`config.mk`:
```
export PLATFORM = sky130hd
export DESIGN_NAME = serial_rx_ring_status_irq
export DESIGN_NICKNAME = d
export VERILOG_FILES = /design/src/pkg/rx_ring_pkg.sv /design/src/logic/rx_ring_store.sv /design/src/logic/serial_rx_ring_status_irq.sv /design/src/logic/wb_access_phase.sv
export SDC_FILE = /design/constraint.sdc
export NUM_CORES = 1
export LEC_CHECK = 0
export ABC_AREA = 1
export BUFFER_PORTS_ARGS = -buffer_cell sky130_fd_sc_hd__buf_2
export CAP_MARGIN = 40
export CORE_UTILIZATION = 35
export DETAILED_ROUTE_END_ITERATION = 12
export PLACE_DENSITY = 0.7
export SETUP_SLACK_MARGIN = 0.15
export SLEW_MARGIN = 20
export SYNTH_ARGS = -nofsm -noshare
export SYNTH_HDL_FRONTEND = slang
export SYNTH_SLANG_ARGS = --single-unit
```
`constraint.sdc`:
```
create_clock -name sys_clk -period 1.9 [get_ports sys_clk]
set_input_delay 0.38 -clock sys_clk [delete_from_list [all_inputs] [get_ports sys_clk]]
set_output_delay 0.38 -clock sys_clk [all_outputs]
set_load 0.02 [all_outputs]
```
`src/pkg/rx_ring_pkg.sv`:
```
// constants, field positions and carrier types of the receive ring status block
// assumes a 32-bit classic wishbone register port and a receive engine on sys_clk
package rx_ring_pkg;

  // ==========================================================================
  // register map, byte addresses of aligned words
  localparam int ADDR_W = 5;
  localparam int DATA_W = 32;
  localparam int SEL_W = 4;
  localparam logic [4:0] OFF_BUF3_STATUS = 5'h00;
  localparam logic [4:0] OFF_IRQ_CONTROL = 5'h04;
  localparam logic [4:0] OFF_RX_CONTROL = 5'h08;
  localparam logic [4:0] OFF_RX_BUF0 = 5'h0c;
  localparam logic [4:0] OFF_RX_BUF1 = 5'h10;
  localparam logic [4:0] OFF_RX_BUF2 = 5'h14;
  localparam logic [4:0] OFF_RX_BUF3 = 5'h18;

  // ==========================================================================
  // buffer-three status fields
  localparam int OVR_BIT = 1;
  localparam int PAR_BIT = 2;
  localparam int MPE_BIT = 3;
  localparam int CNT_LO_BIT = 4;
  localparam int CNT_HI_BIT = 5;
  localparam logic [7:0] BUF3_STATUS_RESET = 8'hc1;
  localparam logic [7:0] BUF3_STATUS_UNUSED = 8'hc1;

  // ==========================================================================
  // ring interrupt control fields
  localparam int IE_LO_BIT = 1;
  localparam int RDY0_BIT = 4;
  localparam int RDY_LO_BIT = 5;
  localparam logic [7:0] IRQ_CONTROL_RESET = 8'h01;
  localparam logic [7:0] IRQ_CONTROL_UNUSED = 8'h01;

  // ==========================================================================
  // receive control fields
  localparam int MP_MODE_BIT = 0;
  localparam int ADDR_SEL_BIT = 2;
  localparam int RING_SEL_BIT = 3;
  localparam int PAR_EN_BIT = 5;
  localparam int PAR_EVEN_BIT = 6;
  localparam logic [7:0] RX_CONTROL_RESET = 8'h00;

  localparam int BYTE_W = 8;
  localparam int RING_DEPTH = 4;

  typedef enum logic [1:0] {
    BUF_ZERO = 2'b00,
    BUF_ONE = 2'b01,
    BUF_TWO = 2'b10,
    BUF_THREE = 2'b11
  } buffer_sel_type;

  typedef enum logic [1:0] {
    PHASE_IDLE = 2'b00,
    PHASE_ACCESS = 2'b01,
    PHASE_ANSWER = 2'b10,
    PHASE_RELEASE = 2'b11
  } bus_phase_type;

  typedef struct packed {
    logic [7:0] data;
    logic parity_bit;
    logic frame_address_marker_bit;
  } rx_frame_type;

endpackage : rx_ring_pkg

```
`src/logic/rx_ring_store.sv`:
```
// small byte store for the four ring receive buffers
// assumes one writer and one reader on sys_clk; read data is registered
`timescale 1ns/1ns
`default_nettype none
module rx_ring_store #(
  parameter int WIDTH = 8,
  parameter int DEPTH = 4,
  parameter int AW = 2
) (
  input wire logic sys_clk,
  input wire logic wr_en,
  input wire logic [AW-1:0] wr_addr,
  input wire logic [WIDTH-1:0] wr_data,
  input wire logic [AW-1:0] rd_addr,
  output logic [WIDTH-1:0] rd_data
);

  // contents are undefined after reset, so no reset here
  logic [WIDTH-1:0] mem [DEPTH];

  always_ff @(posedge sys_clk) begin
    if (wr_en) begin
      mem[wr_addr] <= wr_data;
    end
  end

  always_ff @(posedge sys_clk) begin
    rd_data <= mem[rd_addr];
  end

endmodule : rx_ring_store
`default_nettype wire

```
`src/logic/serial_rx_ring_status_irq.sv`:
```
// receive ring status, buffer counter and ring interrupt control
// assumes a receive engine on sys_clk giving one done pulse per frame,
// and the main status register outside holding buffer zero's ready flag
`timescale 1ns/1ns
`default_nettype none
module serial_rx_ring_status_irq
  import rx_ring_pkg::*;
(
  input wire logic sys_clk,
  input wire logic rst_b,
  input wire logic soft_reset,
  input wire logic wb_cyc_i,
  input wire logic wb_stb_i,
  input wire logic wb_we_i,
  input wire logic [rx_ring_pkg::ADDR_W-1:0] wb_adr_i,
  input wire logic [rx_ring_pkg::SEL_W-1:0] wb_sel_i,
  input wire logic [rx_ring_pkg::DATA_W-1:0] wb_dat_i,
  output logic [rx_ring_pkg::DATA_W-1:0] wb_dat_o,
  output logic wb_ack_o,
  input wire logic rx_done,
  input wire rx_ring_pkg::rx_frame_type rx_frame,
  input wire logic buf0_ready_flag,
  input wire logic buf0_ready_irq_enable,
  output logic [7:0] receive_control_reg,
  output logic [1:0] next_buffer_index,
  output logic buf0_fill_strobe,
  output logic rx_irq
);
  import rx_ring_pkg::*;

  // ==========================================================================
  // bus decode
  logic access;
  logic wr;
  logic rd;
  logic [4:0] buf_off;
  logic [1:0] rd_buf;
  logic [7:0] wbyte;
  logic [7:0] store_q;

  wb_access_phase u_phase (
    .sys_clk(sys_clk),
    .rst_b(rst_b),
    .wb_cyc_i(wb_cyc_i),
    .wb_stb_i(wb_stb_i),
    .access(access),
    .wb_ack_o(wb_ack_o)
  );

  // only the low byte lane carries register bits
  assign wr = access && wb_we_i && wb_sel_i[0];
  assign rd = access && !wb_we_i;
  assign wbyte = wb_dat_i[7:0];
  // buffer words sit one word apart above the first buffer offset
  assign buf_off = wb_adr_i - OFF_RX_BUF0;
  assign rd_buf = buf_off[3:2];

  logic wr_status;
  logic wr_irqctl;
  logic wr_rxctl;
  logic rd_buf3;
  assign wr_status = wr && (wb_adr_i == OFF_BUF3_STATUS);
  assign wr_irqctl = wr && (wb_adr_i == OFF_IRQ_CONTROL);
  assign wr_rxctl = wr && (wb_adr_i == OFF_RX_CONTROL);
  assign rd_buf3 = rd && (wb_adr_i == OFF_RX_BUF3);

  // ==========================================================================
  // reception decode
  logic ring_on;
  logic mp_mode;
  logic addr_sel;
  logic rx_ignored;
  logic rx_take;
  logic [1:0] count;
  buffer_sel_type target;
  logic expected_parity;
  logic parity_bad;
  logic marker_bad;
  logic into_buf3;
  logic buf3_unread;

  assign ring_on = receive_control_reg[RING_SEL_BIT];
  assign mp_mode = receive_control_reg[MP_MODE_BIT];
  assign addr_sel = receive_control_reg[ADDR_SEL_BIT];
  // address-only listening drops data frames without touching any buffer
  assign rx_ignored = mp_mode && addr_sel && !rx_frame.frame_address_marker_bit;
  assign rx_take = rx_done && !rx_ignored;
  assign target = ring_on ? buffer_sel_type'(count) : BUF_ZERO;
  assign expected_parity = receive_control_reg[PAR_EVEN_BIT] ?
                           (^rx_frame.data) : ~(^rx_frame.data);
  assign parity_bad = receive_control_reg[PAR_EN_BIT] &&
                      (expected_parity != rx_frame.parity_bit);
  assign marker_bad = mp_mode && !addr_sel &&
                      rx_frame.frame_address_marker_bit;
  assign into_buf3 = rx_take && ring_on && (target == BUF_THREE);

  // ==========================================================================
  // receive control
  always_ff @(posedge sys_clk or negedge rst_b) begin
    if (!rst_b) begin
      receive_control_reg <= RX_CONTROL_RESET;
    end else if (soft_reset) begin
      receive_control_reg <= RX_CONTROL_RESET;
    end else if (wr_rxctl) begin
      receive_control_reg <= wbyte;
    end
  end

  // ==========================================================================
  // buffer counter
  // the index port mirrors count so the engine needs no status read
  always_ff @(posedge sys_clk or negedge rst_b) begin
    if (!rst_b) begin
      count <= BUF_ZERO;
    end else if (soft_reset || !ring_on) begin
      count <= BUF_ZERO;
    end else if (rx_take) begin
      count <= count + 2'b01;
    end
  end
  // status writes never reach count, so the monitor bits stay read-only

  always_ff @(posedge sys_clk or negedge rst_b) begin
    if (!rst_b) begin
      next_buffer_index <= BUF_ZERO;
    end else if (soft_reset || !ring_on) begin
      next_buffer_index <= BUF_ZERO;
    end else if (rx_take) begin
      next_buffer_index <= count + 2'b01;
    end
  end

  // ==========================================================================
  // buffer store, fed regardless of pending flags
  rx_ring_store #(
    .WIDTH(BYTE_W),
    .DEPTH(RING_DEPTH),
    .AW($clog2(RING_DEPTH))
  ) u_store (
    .sys_clk(sys_clk),
    .wr_en(rx_take),
    .wr_addr(target),
    .wr_data(rx_frame.data),
    .rd_addr(rd_buf),
    .rd_data(store_q)
  );

  // ==========================================================================
  // buffer-three error flags
  logic ovr_flag;
  logic par_flag;
  logic mpe_flag;

  // hardware set wins over a same-cycle software clear
  always_ff @(posedge sys_clk or negedge rst_b) begin
    if (!rst_b) begin
      buf3_unread <= 1'b0;
    end else if (soft_reset) begin
      buf3_unread <= 1'b0;
    end else if (into_buf3) begin
      buf3_unread <= 1'b1;
    end else if (rd_buf3) begin
      buf3_unread <= 1'b0;
    end
  end

  always_ff @(posedge sys_clk or negedge rst_b) begin
    if (!rst_b) begin
      ovr_flag <= BUF3_STATUS_RESET[OVR_BIT];
      par_flag <= BUF3_STATUS_RESET[PAR_BIT];
      mpe_flag <= BUF3_STATUS_RESET[MPE_BIT];
    end else if (soft_reset) begin
      ovr_flag <= BUF3_STATUS_RESET[OVR_BIT];
      par_flag <= BUF3_STATUS_RESET[PAR_BIT];
      mpe_flag <= BUF3_STATUS_RESET[MPE_BIT];
    end else begin
      ovr_flag <= (wr_status ? wbyte[OVR_BIT] : ovr_flag) |
                  (into_buf3 && buf3_unread);
      par_flag <= (wr_status ? wbyte[PAR_BIT] : par_flag) |
                  (into_buf3 && parity_bad);
      mpe_flag <= (wr_status ? wbyte[MPE_BIT] : mpe_flag) |
                  (into_buf3 && marker_bad);
    end
  end

  // ==========================================================================
  // per-buffer ready flags and enables for buffers one to three
  logic [3:1] ready;
  logic [3:1] enable;

  for (genvar gi = 1; gi <= 3; gi++) begin : g_buf
    always_ff @(posedge sys_clk or negedge rst_b) begin
      if (!rst_b) begin
        enable[gi] <= IRQ_CONTROL_RESET[IE_LO_BIT + gi - 1];
      end else if (soft_reset) begin
        enable[gi] <= IRQ_CONTROL_RESET[IE_LO_BIT + gi - 1];
      end else if (wr_irqctl) begin
        enable[gi] <= wbyte[IE_LO_BIT + gi - 1];
      end
    end

    always_ff @(posedge sys_clk or negedge rst_b) begin
      if (!rst_b) begin
        ready[gi] <= IRQ_CONTROL_RESET[RDY_LO_BIT + gi - 1];
      end else if (soft_reset) begin
        ready[gi] <= IRQ_CONTROL_RESET[RDY_LO_BIT + gi - 1];
      end else begin
        // only a write or a reset clears; servicing the request does not
        ready[gi] <= (wr_irqctl ? wbyte[RDY_LO_BIT + gi - 1] : ready[gi]) |
                     (rx_take && ring_on && (target == 2'(gi)));
      end
    end
  end

  // ==========================================================================
  // buffer zero hand-off and combined request
  always_ff @(posedge sys_clk or negedge rst_b) begin
    if (!rst_b) begin
      buf0_fill_strobe <= 1'b0;
    end else begin
      buf0_fill_strobe <= rx_take && (target == BUF_ZERO) && !soft_reset;
    end
  end

  // ring enables are meaningless outside ring mode
  // a soft reset drops the request at once, not one cycle late
  always_ff @(posedge sys_clk or negedge rst_b) begin
    if (!rst_b) begin
      rx_irq <= 1'b0;
    end else if (soft_reset) begin
      rx_irq <= 1'b0;
    end else begin
      rx_irq <= (buf0_ready_flag && buf0_ready_irq_enable) ||
                (ring_on && |(ready & enable));
    end
  end

  // ==========================================================================
  // read data
  logic [7:0] status_view;
  logic [7:0] irqctl_view;
  logic [7:0] rd_byte;

  always_comb begin
    status_view = BUF3_STATUS_UNUSED;
    status_view[OVR_BIT] = ovr_flag;
    status_view[PAR_BIT] = par_flag;
    status_view[MPE_BIT] = mpe_flag;
    status_view[CNT_LO_BIT] = count[0];
    status_view[CNT_HI_BIT] = count[1];
  end

  always_comb begin
    irqctl_view = IRQ_CONTROL_UNUSED;
    irqctl_view[IE_LO_BIT +: 3] = enable;
    irqctl_view[RDY0_BIT] = buf0_ready_flag;
    irqctl_view[RDY_LO_BIT +: 3] = ready;
  end

  always_comb begin
    if (wb_adr_i == OFF_BUF3_STATUS) begin
      rd_byte = status_view;
    end else if (wb_adr_i == OFF_IRQ_CONTROL) begin
      rd_byte = irqctl_view;
    end else if (wb_adr_i == OFF_RX_CONTROL) begin
      rd_byte = receive_control_reg;
    end else if (wb_adr_i == OFF_RX_BUF0 || wb_adr_i == OFF_RX_BUF1 ||
                 wb_adr_i == OFF_RX_BUF2 || wb_adr_i == OFF_RX_BUF3) begin
      rd_byte = store_q;
    end else begin
      rd_byte = 8'h00;
    end
  end

  always_ff @(posedge sys_clk or negedge rst_b) begin
    if (!rst_b) begin
      wb_dat_o <= '0;
    end else if (rd) begin
      wb_dat_o <= {{(DATA_W - BYTE_W){1'b0}}, rd_byte};
    end
  end

endmodule : serial_rx_ring_status_irq
`default_nettype wire

```
`src/logic/wb_access_phase.sv`:
```
// classic wishbone handshake sequencer: one access pulse, then ack
// assumes the master holds its request until it samples ack
`timescale 1ns/1ns
`default_nettype none
module wb_access_phase
  import rx_ring_pkg::*;
(
  input wire logic sys_clk,
  input wire logic rst_b,
  input wire logic wb_cyc_i,
  input wire logic wb_stb_i,
  output logic access,
  output logic wb_ack_o
);

  bus_phase_type phase;
  bus_phase_type next_phase;

  always_comb begin
    next_phase = phase;
    case (phase)
      PHASE_IDLE: begin
        if (wb_cyc_i && wb_stb_i) begin
          next_phase = PHASE_ACCESS;
        end
      end
      PHASE_ACCESS: begin
        next_phase = PHASE_ANSWER;
      end
      PHASE_ANSWER: begin
        next_phase = PHASE_RELEASE;
      end
      // the request is still seen high at the edge that takes ack
      PHASE_RELEASE: begin
        if (!(wb_cyc_i && wb_stb_i)) begin
          next_phase = PHASE_IDLE;
        end
      end
      default: begin
        next_phase = PHASE_IDLE;
      end
    endcase
  end

  always_ff @(posedge sys_clk or negedge rst_b) begin
    if (!rst_b) begin
      phase <= PHASE_IDLE;
    end else begin
      phase <= next_phase;
    end
  end

  always_ff @(posedge sys_clk or negedge rst_b) begin
    if (!rst_b) begin
      wb_ack_o <= 1'b0;
    end else begin
      wb_ack_o <= (next_phase == PHASE_ANSWER);
    end
  end

  assign access = (phase == PHASE_ACCESS);

endmodule : wb_access_phase
`default_nettype wire

```
; Yosys cells after proc, flatten, opt, wreduce, memory -nomap -nowiden
; Memories as Yosys holds them, arrays and structs flattened. A register that Yosys moved wholly into a read port is not among the register bits.
; Cells that the tools add are included.
[classes]
addsub = 2
n_eq_ne = 14
n_mux = 37
bitwise = 8
n_reduce_logical = 45
[ops]
columns = cell, n
row1 = 8-bit 2-to-1 mux, 6
row2 = 1-bit logical AND, 25
row3 = 1-bit 2-to-1 mux, 25
row4 = "5-bit equality test, second input constant", 3
row5 = "2-bit equality test, second input constant", 5
row6 = "5-bit by 4-bit equality test with 1-bit output, second input constant", 2
row7 = 2-bit 2-to-1 mux, 5
row8 = 2-bit case mux with 4 select lines, 1
row9 = 8-bit parity, 1
row10 = 1-bit zero test, 6
row11 = 1-bit bitwise OR, 6
row12 = 2-bit nonzero test, 3
row13 = "5-bit by 3-bit equality test with 1-bit output, second input constant", 1
row14 = 5-bit zero test, 1
row15 = 1-bit logical OR, 5
row16 = "2-bit by 1-bit equality test with 1-bit output, second input constant", 2
row17 = 2-bit zero test, 2
row18 = "4-bit subtractor, second input constant", 1
row19 = 3-bit AND, 1
row20 = 3-bit nonzero test, 1
row21 = 3-bit OR reduction, 1
row22 = "2-bit by 1-bit adder with 2-bit output, second input constant", 1
row23 = 1-bit inequality test, 1
row24 = 1-bit NOT, 1
[word_totals]
register_bits = 33
ramBits = 32
inputBits = 60
memories = 1
[mem_list]
columns = name, words, width, rd, rd_ports_with_merged_regs, wr, line
row1 = u_store.mem, 4, 8, 1, 1, 1, rx_ring_store.sv:19  ; logic [WIDTH-1:0] mem [DEPTH];

; Longest topological paths before layout
; Gate-level depths: netlist (run 1).
[logic_depth]
depth_word = 9
mapped_depth = 12

; Hierarchy
; Synthesis (run 1) repeated with hierarchy kept, for this count alone.
[hier_totals]
cells_unflattened = 459
area_unflattened_um2 = 3783.6
[by_module_without_submodules]
columns = mod, n_inst, cells_per_inst, area_each_um2, seq_area_each_um2
row1 = serial_rx_ring_status_irq, 1, 304, 2117.0, 750.7
row2 = rx_ring_store, 1, 141, 1547.7, 1121.1
row3 = wb_access_phase, 1, 14, 118.9, 75.1

; Worst setup path before layout (run 1)
; Ideal clock, no wire load.
[synth_timing]
kind = reg2reg
startpoint = register receive_control_reg[0]
endpoint = memory u_store.mem[2][0], enable pin
setup_time_ns = 0.386
arrival_time_ns = 1.339
path_slack_ns = 0.175
path_stages_with_launch = 4
n_path_buf = 0
period_less_slack_ns = 1.725
path_cell_list = dfrtp_1 -> nand3b_1 -> nand2_1 -> nor3_1
[synth_between]
elab_chain_len = 6
[synth_rtl]
columns = element, line
row1 = start: declaration, serial_rx_ring_status_irq.sv:24  ; output logic [7:0] receive_control_reg,
row2 = start signal: assignment, serial_rx_ring_status_irq.sv:105  ; receive_control_reg <= wbyte;
row3 = 1-bit logical AND (2 in series), serial_rx_ring_status_irq.sv:86  ; assign rx_ignored = mp_mode && addr_sel && !rx_frame.frame_address_marker_bit;
row4 = 1-bit zero test, serial_rx_ring_status_irq.sv:87  ; assign rx_take = rx_done && !rx_ignored;
row5 = 1-bit logical AND, serial_rx_ring_status_irq.sv:87
row6 = 1-bit 2-to-1 mux, rx_ring_store.sv:22  ; if (wr_en) begin
row7 = 1-bit 2-to-1 mux (implied by the code), rx_ring_store.sv:23  ; mem[wr_addr] <= wr_data;
row8 = end: declaration, rx_ring_store.sv:19
; Every way passes these cells.

; Final worst setup path (run 1)
[layout_timing]
startpoint = register receive_control_reg[0]
endpoint = memory u_store.mem[3][2], enable pin
; The elaborated chain is that of the path after synthesis.

==> results of run 1 <==
==> where the power goes <==
| group | internal [mW] | switching, mW | total (mW) |
|---|---|---|---|
| logic | 0.252 | 0.497 | 0.749 |
| clock network | 0.631 | 0.633 | 1.26 |
| registers | 1.80 | 0.0953 | 1.90 |
| total | 2.69 | 1.23 | 3.91 |
==> cell families (layout without fill, tap and decap cells) <==
family	count (synthesis)	count (layout)
buf+inv	89	139
flops	73	73
simple gates	163	163
compound gates	70	70
xor+xnor	1	1
other cells	1	24
fa+ha+maj	4	4
==> layer usage <==
| metal | up-vias | GRT usage [%] | wire (um) |
|---|---|---|---|
| met5 | - | 0 | 0 |
| met4 | 0 | 9.89 | 258 |
| met3 | 18 | 3.90 | 361 |
| met2 | 85 | 28.4 | 3960 |
| met1 | 1289 | 19.0 | 3420 |
| li1 | 1387 | - | - |
==> layout make-up <==
cell class              instances  area share, %
multi-input cells             262           29.6
flip-flops and latches         73           47.2
well taps                     133           4.03
repair buffers                 64           8.74
clock buffers                   9           3.00
clock inverters                 7           2.03
inverters                      59           5.37
==> synth_stat cells (4+ instances only) <==
cell | n | share of area (%)
sky130_fd_sc_hd__o21ai_0 | 37 | 5.3
sky130_fd_sc_hd__nor2_1 | 26 | 2.8
sky130_fd_sc_hd__buf_4 | 24 | 5.1
sky130_fd_sc_hd__a21oi_1 | 8 | 1.1
sky130_fd_sc_hd__edfxtp_1 | 32 | 27
sky130_fd_sc_hd__dfrtp_1 | 33 | 23
sky130_fd_sc_hd__ha_1 | 4 | 1.4
sky130_fd_sc_hd__nor3_1 | 5 | 0.71
sky130_fd_sc_hd__inv_1 | 58 | 6.2
sky130_fd_sc_hd__nand2_1 | 107 | 11
sky130_fd_sc_hd__dfxtp_1 | 8 | 4.6
sky130_fd_sc_hd__o22ai_1 | 10 | 1.8
sky130_fd_sc_hd__o21ai_1 | 6 | 0.85
sky130_fd_sc_hd__nand3_1 | 14 | 2.0
==> metrics by stage <==
step                      util [%]  worst slack, ns  hold WS [ns]  cells  area (um2)
final                         42.2            0.241        0.0767    607        4130
after global routing          42.2            0.200         0.142    607        4130
after CTS                     42.2            0.264        0.0972    607        4130
after detailed placement      40.1           0.0504         0.444    591        3920
after global placement        40.1            0.112         0.433    591        3920
after floorplan                  -            0.175        0.0844    424        3600
==> path summary, 6_finish.rpt <==
kind / end / slack (ns) / cells past startpoint
min in group sys_clk: receive_control_reg[0] / 0.26 / 3
setup / recovery: u_store.mem[3][2] / 0.24 / 6
setup reg to reg: u_store.mem[3][2] / 0.24 / 6
hold / removal: u_phase.wb_ack_o / 0.08 / 1
hold reg to reg: u_phase.wb_ack_o / 0.46 / 1
max in group asynchronous: receive_control_reg[6] / 1.35 / 1
==> worst max-delay path: stages, from the launching register on <==
cell and delay (ns):
sky130_fd_sc_hd__dfrtp_1 0.41, sky130_fd_sc_hd__nand3b_1 0.13, sky130_fd_sc_hd__nand2_1 0.16, sky130_fd_sc_hd__nor2_1 0.22
sky130_fd_sc_hd__nand2_1 0.16, sky130_fd_sc_hd__inv_1 0.15, sky130_fd_sc_hd__buf_12 0.14
==> results.cfg, run 1 <==
[route]
drt_pass1_iterations = 4
drt_iter0_drcs = 211
routed_wl_um = 8000
via_count = 2779
route.detailed.wl_per_inst_um = 13.2
drt_drc_violations_left = 0
final_antenna_violating_net_count = 0
average_via_count_per_standard_cell = 4.58

[hold_path]
min-delay-path-class = input pin to asynchronous set/reset pin

[power]
total_leakage_power_nw = 2.05
finalPower_mw = 3.91
power_density_mw_per_mm2 = 948
worst_ir_drop_vdd_uv = 368

[cells_and_area]
number_of_antenna_cells_inserted = 0
seqCellArea_mm2 = 0.00195
largest_register_ffs = 32
fill_cells = 967
layout.cells.most_common = sky130_fd_sc_hd__nand2_1
multi_input_comb_area_mm2 = 0.00122
area.growth.synth_to_final_pct = 17.3
top_register = u_store.mem
final_cell_mix = sky130_fd_sc_hd__nand2_1 (107), sky130_fd_sc_hd__inv_1 (58), sky130_fd_sc_hd__buf_2 (53)
fraction_of_layout_instances_using_a_drive_strength_above_1_pct = 18.8
num-nets-final = 533

[synth]
top_reg_cell_synth = sky130_fd_sc_hd__dfrtp_1
synth_simple_gate_area_share_pct = 19.3
synth-seq-area-share_pct = 55.4
syn_std_cell_area_mm2 = 0.00352
synthesis.instances = 401
synth-async-reset-ratio_pct = 45.2
ys_seq_elements = 73
count_of_synthesis_stage_warnings_from_yosys = 0
post_synthesis_cell_type_count = 34
synth_top_family_by_area = simple AND/OR/NAND/NOR gates
synth_xor_area_share_pct = 0.249
synth_mux_area_share_pct = 0
postSynthAreaPerCell_um2 = 8.77
fraction_of_the_mapped_netlist_area_in_compound_gates_pct = 11.2
synth_edf_count = 32
synth_adder_area_share_pct = 1.42

[timing]
finalSetupTns_ns = 0
hold_viol = 0
period_minus_slack_ns = 1.66
finalSetupViolCount = 0
rsz0062_at_grt = no
finalClockSkew_ns = 0.00499
slew_viol_final = 0
slew-limit-headroom_pct = 50.7
final.period_utilization_pct = 87.3
worstMarginPinSlew_ns = 0.739
achievable-frequency_ghz = 0.603

[cts]
source_to_sink_clock_delay_at_the_later_pin_of_the_worst_skew_pair_ns = 0.36
cts_tree = built
clock_sink_count = 73
maximum_level_of_the_cts_h_tree = 3
cts_max_path_buffers = 2
cts_made_buffers = 9
post_cts.repair.setup_buffers = 0
hold_buffers = 0
cts-root-buf = sky130_fd_sc_hd__clkbuf_8
clk_pin_slew_worst_paths_ns = 0.08
post_cts.resized_instances = 0

[setup_path]
worst_ep_arrival_time_ns = 1.74
critical_path_end_type = register
worst_r2r_startpoint = receive_control_reg[0]
timing.setup.critical_path_class = register to register
crit_path_start = receive_control_reg[0]
critical_path.startpoint_type = register
critPathRequiredTime_ns = 1.98
cp_max_fo = 8

[die]
die_area_mm2 = 0.0105
floorplan.rows = 36
chipWidth_um = 102
placeableCoreArea_mm2 = 0.00977
ios = 105
dieHeight_um = 102
initial_core_util_pct = 36.0

[grt]
number_of_antenna_violations_at_the_first_check_in_global_routing = 0
grt.overflow.total = 0
maximum_number_of_pins_on_one_net_before_global_route_repair = 34
groute.usage.overall_pct = 16.6
grt_first_pass_wirelength_um = 12700
first_global_vias = 2694

[placement]
detailed_place_hpwl_um = 5900
gp_congestion = 0.844
port_buffers = 53

[run]
cap_viol_max_count = 0

[run_status]
status = completed
(Power assumes the default switching activity.)
==> run 2: changes to the inputs <==
--- a/config.mk
+++ b/config.mk
@@ -8,9 +8,11 @@
 export ABC_AREA = 1
 export BUFFER_PORTS_ARGS = -buffer_cell sky130_fd_sc_hd__buf_2
 export CAP_MARGIN = 40
-export CORE_UTILIZATION = 35
+export CELL_PAD_IN_SITES_DETAIL_PLACEMENT = 0
+export CELL_PAD_IN_SITES_GLOBAL_PLACEMENT = 2
+export CORE_UTILIZATION = 30
 export DETAILED_ROUTE_END_ITERATION = 12
-export PLACE_DENSITY = 0.7
+export PLACE_DENSITY = 0.92
 export SETUP_SLACK_MARGIN = 0.15
 export SLEW_MARGIN = 20
 export SYNTH_ARGS = -nofsm -noshare
==> run 2 against run 1 <==
  * The flow now finishes with violations (DRC, hold timing)
  * Cell area up 4.0%
  * Setup slack better by 0.093 ns
  * Die area up 16%
  * Fmax up 5.9%
  * Sequential share of layout area down 1.8 points
  * Largest cell class unchanged
  * Largest power group unchanged
==> results.cfg, run 2 (synthesis results as in run 1) <==
[timing]
achievable-frequency_ghz = 0.638
rsz0062_at_grt = no
fin_hold_ws_ns = -0.00555
final.period_utilization_pct = 82.5
finalSetupViolCount = 0
finalSetupTns_ns = 0
slew_viol_final = 0
slew-limit-headroom_pct = 65.8
finalClockSkew_ns = 0.00684
period_minus_slack_ns = 1.57
worstMarginPinSlew_ns = 0.513
hold_viol = 11
final_ws_setup_ns = 0.333

[run_status]
status = finished, violations left
violations = DRC, hold timing

[cts]
clock_sink_count = 73
source_to_sink_clock_delay_at_the_later_pin_of_the_worst_skew_pair_ns = 0.34
cts_max_path_buffers = 2
clk_pin_slew_worst_paths_ns = 0.06
cts_tree = built
maximum_level_of_the_cts_h_tree = 3
cts_made_buffers = 9
cts-root-buf = sky130_fd_sc_hd__clkbuf_16

[route]
average_via_count_per_standard_cell = 4.49
routed_wl_um = 8230
route.detailed.wl_per_inst_um = 13.2
drt_drc_violations_left = 2
drt_iter0_drcs = 138
drt_pass1_iterations = 8
final_antenna_violating_net_count = 0
via_count = 2795

[die]
dieHeight_um = 110
ios = 105
placeableCoreArea_mm2 = 0.0114
chipWidth_um = 110
die_area_mm2 = 0.0122
floorplan.rows = 39
initial_core_util_pct = 30.8

[cells_and_area]
largest_register_ffs = 32
num-nets-final = 538
number_of_antenna_cells_inserted = 0
design_area_mm2 = 0.00429
area.growth.synth_to_final_pct = 21.9
top_register = u_store.mem
fraction_of_layout_instances_using_a_drive_strength_above_1_pct = 19.6
final_cell_mix = sky130_fd_sc_hd__nand2_1 (107), sky130_fd_sc_hd__inv_1 (58), sky130_fd_sc_hd__buf_2 (53)
layout.cells.most_common = sky130_fd_sc_hd__nand2_1

[grt]
grt.overflow.total = 0
grt_first_pass_wirelength_um = 13100
number_of_antenna_violations_at_the_first_check_in_global_routing = 0
groute.usage.overall_pct = 14.8
maximum_number_of_pins_on_one_net_before_global_route_repair = 34
first_global_vias = 2668

[setup_path]
critical_path.startpoint_type = register
timing.setup.critical_path_class = register to register
critPathRequiredTime_ns = 2.17
critical_path_end_type = register
cp_max_fo = 6
worst_ep_arrival_time_ns = 1.84

[placement]
post-place-ws_ns = 0.0544
port_buffers = 53
detailed_place_hpwl_um = 6360
placedInstanceArea_mm2 = 0.00396
gp_congestion = 0.804

[hold_path]
min-delay-path-class = input pin to asynchronous set/reset pin

[power]
power_density_mw_per_mm2 = 1020
total_leakage_power_nw = 2.12
worst_ir_drop_vdd_uv = 446
finalPower_mw = 4.37

[run]
cap_viol_max_count = 0
[run 2: what timing repair did]
item | in CTS | in global routing
gates resized for setup | 0 | 1
hold buffers | 0 | 0
endpoints found under the setup margin | 0 | 1
setup buffers | 0 | 0
[run 2: path summary, 6_finish.rpt]
kind | end | cells after the start | start | slack (ns)
setup / recovery | par_flag | 8 | receive_control_reg[2] | 0.33
hold / removal | buf3_unread | 2 | rst_b | -0.006
setup reg to reg | par_flag | 8 | receive_control_reg[2] | 0.33
hold reg to reg | u_phase.wb_ack_o | 1 | u_phase.phase[1] | 0.46
max in group asynchronous | u_phase.phase[0] | 2 | rst_b | 1.72
min in group sys_clk | irqctl_view[6] | 2 | soft_reset | 0.29
[run 2: per-stage QoR]
step	instances	hold WS [ns]	util, %
floorplan	424	0.0844	-
global placement	605	0.438	34.7
detailed placement	605	0.451	34.7
CTS	621	0.148	37.4
global route	622	0.0116	37.6
finish	622	-0.00555	37.6
[run 2: power by group]
group | switching (mW) | internal, mW
clock network | 0.650 | 1.06
logic | 0.496 | 0.261
registers | 0.0912 | 1.81
[run 2: metal layers]
layer / vias up / track usage [%] / routed length (um)
met5: - / 0 / 0
met4: 0 / 6.48 / 127
met3: 11 / 3.35 / 481
met2: 83 / 24.6 / 4100
met1: 1299 / 18.5 / 3530
li1: 1402 / - / -
[run 2: cell type report]
class | count | area (um2)
Timing Repair Buffer | 69 | 410
Clock buffer | 11 | 243
Tap cell | 143 | 179
Clock inverter | 5 | 63.8
Fill cell | 1153 | 7130
Multi-Input combinational cell | 262 | 1220
Sequential cell | 73 | 1950
Inverter | 59 | 221
[run 2: critical path, stage by stage, from the launching register on]
cell and delay [ns]:
sky130_fd_sc_hd__dfrtp_1 0.43, sky130_fd_sc_hd__nand3b_1 0.11, sky130_fd_sc_hd__nand2_1 0.14, sky130_fd_sc_hd__nor2_2 0.17, sky130_fd_sc_hd__nand2_1 0.09, sky130_fd_sc_hd__buf_4 0.16, sky130_fd_sc_hd__nor2_1 0.12, sky130_fd_sc_hd__nand3_1 0.14
sky130_fd_sc_hd__a21oi_1 0.14
==> run 3: changes to the inputs <==
--- a/config.mk
+++ b/config.mk
@@ -10,9 +10,9 @@
 export CAP_MARGIN = 40
 export CELL_PAD_IN_SITES_DETAIL_PLACEMENT = 0
 export CELL_PAD_IN_SITES_GLOBAL_PLACEMENT = 2
-export CORE_UTILIZATION = 30
+export CORE_UTILIZATION = 27
 export DETAILED_ROUTE_END_ITERATION = 12
-export PLACE_DENSITY = 0.92
+export PLACE_DENSITY = 0.88
 export SETUP_SLACK_MARGIN = 0.15
 export SLEW_MARGIN = 20
 export SYNTH_ARGS = -nofsm -noshare
==> constraint.sdc (replaced) <==
create_clock -name sys_clk -period 1.4 [get_ports sys_clk]
set_input_delay 0.28 -clock sys_clk [delete_from_list [all_inputs] [get_ports sys_clk]]
set_output_delay 0.28 -clock sys_clk [all_outputs]
set_load 0.02 [all_outputs]
==> run 3 against run 2 <==
  * Global-route usage shrank 1.2 points
  * First-iteration DRC count stayed put
  * Non-clock buffer count is 28 higher
  * Via count increased by 3.2%
  * Setup slack got worse by 0.30 ns
  * Critical path depth down 5
  * The flow now finishes without violations
==> results.cfg, run 3 (synthesis results as in run 1) <==
[timing]
worstMarginPinSlew_ns = 0.569
finalSetupTns_ns = 0
final_ws_setup_ns = 0.0319
final.period_utilization_pct = 97.7
rsz0062_at_grt = yes
hold_viol = 0
slew_viol_final = 0
finalClockSkew_ns = 0.00490
period_minus_slack_ns = 1.37
slew-limit-headroom_pct = 62.0
achievable-frequency_ghz = 0.731
finalSetupViolCount = 0

[cells_and_area]
finish.utilization_pct = 38.8
number_of_antenna_cells_inserted = 0
area.growth.synth_to_final_pct = 39.9
layout.cells.most_common = sky130_fd_sc_hd__nand2_1
design_area_mm2 = 0.00492
final_cell_mix = sky130_fd_sc_hd__nand2_1 (89), sky130_fd_sc_hd__buf_2 (49), sky130_fd_sc_hd__inv_1 (45)
fraction_of_layout_instances_using_a_drive_strength_above_1_pct = 35.6
largest_register_ffs = 32
num-nets-final = 567
top_register = u_store.mem

[die]
floorplan.rows = 41
ios = 105
dieHeight_um = 116
initial_core_util_pct = 27.8
placeableCoreArea_mm2 = 0.0127
chipWidth_um = 116
die_area_mm2 = 0.0135

[grt]
number_of_antenna_violations_at_the_first_check_in_global_routing = 0
grt_first_pass_wirelength_um = 13600
first_global_vias = 2695
grt.overflow.total = 0
groute.usage.overall_pct = 13.6
maximum_number_of_pins_on_one_net_before_global_route_repair = 22

[cts]
clock_sink_count = 73
clk_pin_slew_worst_paths_ns = 0.06
cts_made_buffers = 9
cts_tree = built
cts-root-buf = sky130_fd_sc_hd__clkbuf_16
source_to_sink_clock_delay_at_the_later_pin_of_the_worst_skew_pair_ns = 0.33
maximum_level_of_the_cts_h_tree = 3
cts_max_path_buffers = 2

[setup_path]
crit_path_start = receive_control_reg[2]
critical_path.startpoint_type = register
worstReg2RegEnd = u_store.mem[0][7]
cp_max_fo = 3
worst_ep_arrival_time_ns = 1.09
critPathRequiredTime_ns = 1.12
critPathCapture = receive_control_reg[2]
timing.setup.critical_path_class = register to primary output
critical_path_end_type = primary output
worst_r2r_startpoint = receive_control_reg[0]
worstRegToRegCells = 5
reg2reg_setup_slack_ns = 0.03

[route]
route.detailed.wl_per_inst_um = 13.0
drt_iter0_drcs = 138
average_via_count_per_standard_cell = 4.24
routed_wl_um = 8810
final_antenna_violating_net_count = 0
drt_pass1_iterations = 4
drt_drc_violations_left = 0
via_count = 2885

[power]
clock_power_share_pct = 34.2
worst_ir_drop_vdd_uv = 606
cell_internal_pwr_mw = 4.18
swShare_pct = 29.4
pwr-share-seq_pct = 43.6
power_density_mw_per_mm2 = 1200
combinationalPowerShare_pct = 22.2
finalPower_mw = 5.92
switchingPower_mw = 1.74
total_leakage_power_nw = 2.29

[placement]
placedInstanceArea_mm2 = 0.00422
post-place-ws_ns = -0.290
detailed_place_hpwl_um = 6620
gp_congestion = 0.812
port_buffers = 53

[hold_path]
min-delay-path-class = input pin to register

[run_status]
status = completed

[run]
cap_viol_max_count = 0
-- run 3: final cells by class --
cell class                 count  area, um2
fill                        1291       7750
sequential                    73       1950
multi-input combinational    262       1500
timing repair buffer          97        719
inverter                      59        264
clock buffer                  11        233
tap                          172        215
clock inverter                 5       33.8
timing repair inverter         1       7.51
-- run 3: what timing repair did --
action                     CTS  global route
setup endpoints to repair   60            62
setup buffers                5             7
resized for setup           48            52
pin swaps                   12            29
hold buffers                 1             0
cloned                       1             0
hold endpoints to repair    19             0
-- run 3: layer usage --
layer | part of all wire, % | wire [um] | track usage (%) | up-vias
met4 | 1.4 | 125 | 5.47 | 0
met5 | 0 | 0 | 0 | -
met2 | 49 | 4290 | 22.1 | 63
met1 | 46 | 4020 | 18.0 | 1351
met3 | 4.1 | 363 | 2.59 | 9
li1 | - | - | - | 1462
-- run 3: worst min-delay path by stage --
stage,start,to,slack [ns],cells past startpoint
after CTS,wb_dat_i[0],receive_control_reg[0],0.19,3
final,wb_dat_i[4],receive_control_reg[4],0.20,3
after global routing,rx_frame[2],u_store.mem[2][0],0.21,1
after global placement,rst_b,u_phase.wb_ack_o,0.28,1
after floorplan,rst_b,buf0_fill_strobe,-0.02,0
after detailed placement,rst_b,wb_dat_o[1],0.28,1
-- run 3: through the flow --
stage | instances | hold slack, ns
floorplan | 424 | -0.0156
global placement | 650 | 0.280
global route | 680 | 0.212
finish | 680 | 0.203
CTS | 673 | 0.193
detailed placement | 650 | 0.278
-- run 3: critical path, cell delays in order, from the launching register on --
cell                      delay, ns
sky130_fd_sc_hd__dfrtp_2       0.40
sky130_fd_sc_hd__buf_4         0.13
sky130_fd_sc_hd__buf_6         0.11
sky130_fd_sc_hd__buf_6         0.12
-- run 3: power groups by stage --
stage | registers, mW | logic, mW | clock network [mW]
global route | 2.61 | 1.45 | 2.15
finish | 2.58 | 1.31 | 2.02
global placement | 2.62 | 1.07 | 0
detailed placement | 2.62 | 1.09 | 0
CTS | 2.58 | 1.19 | 2.06
floorplan | 2.76 | 0.547 | 0
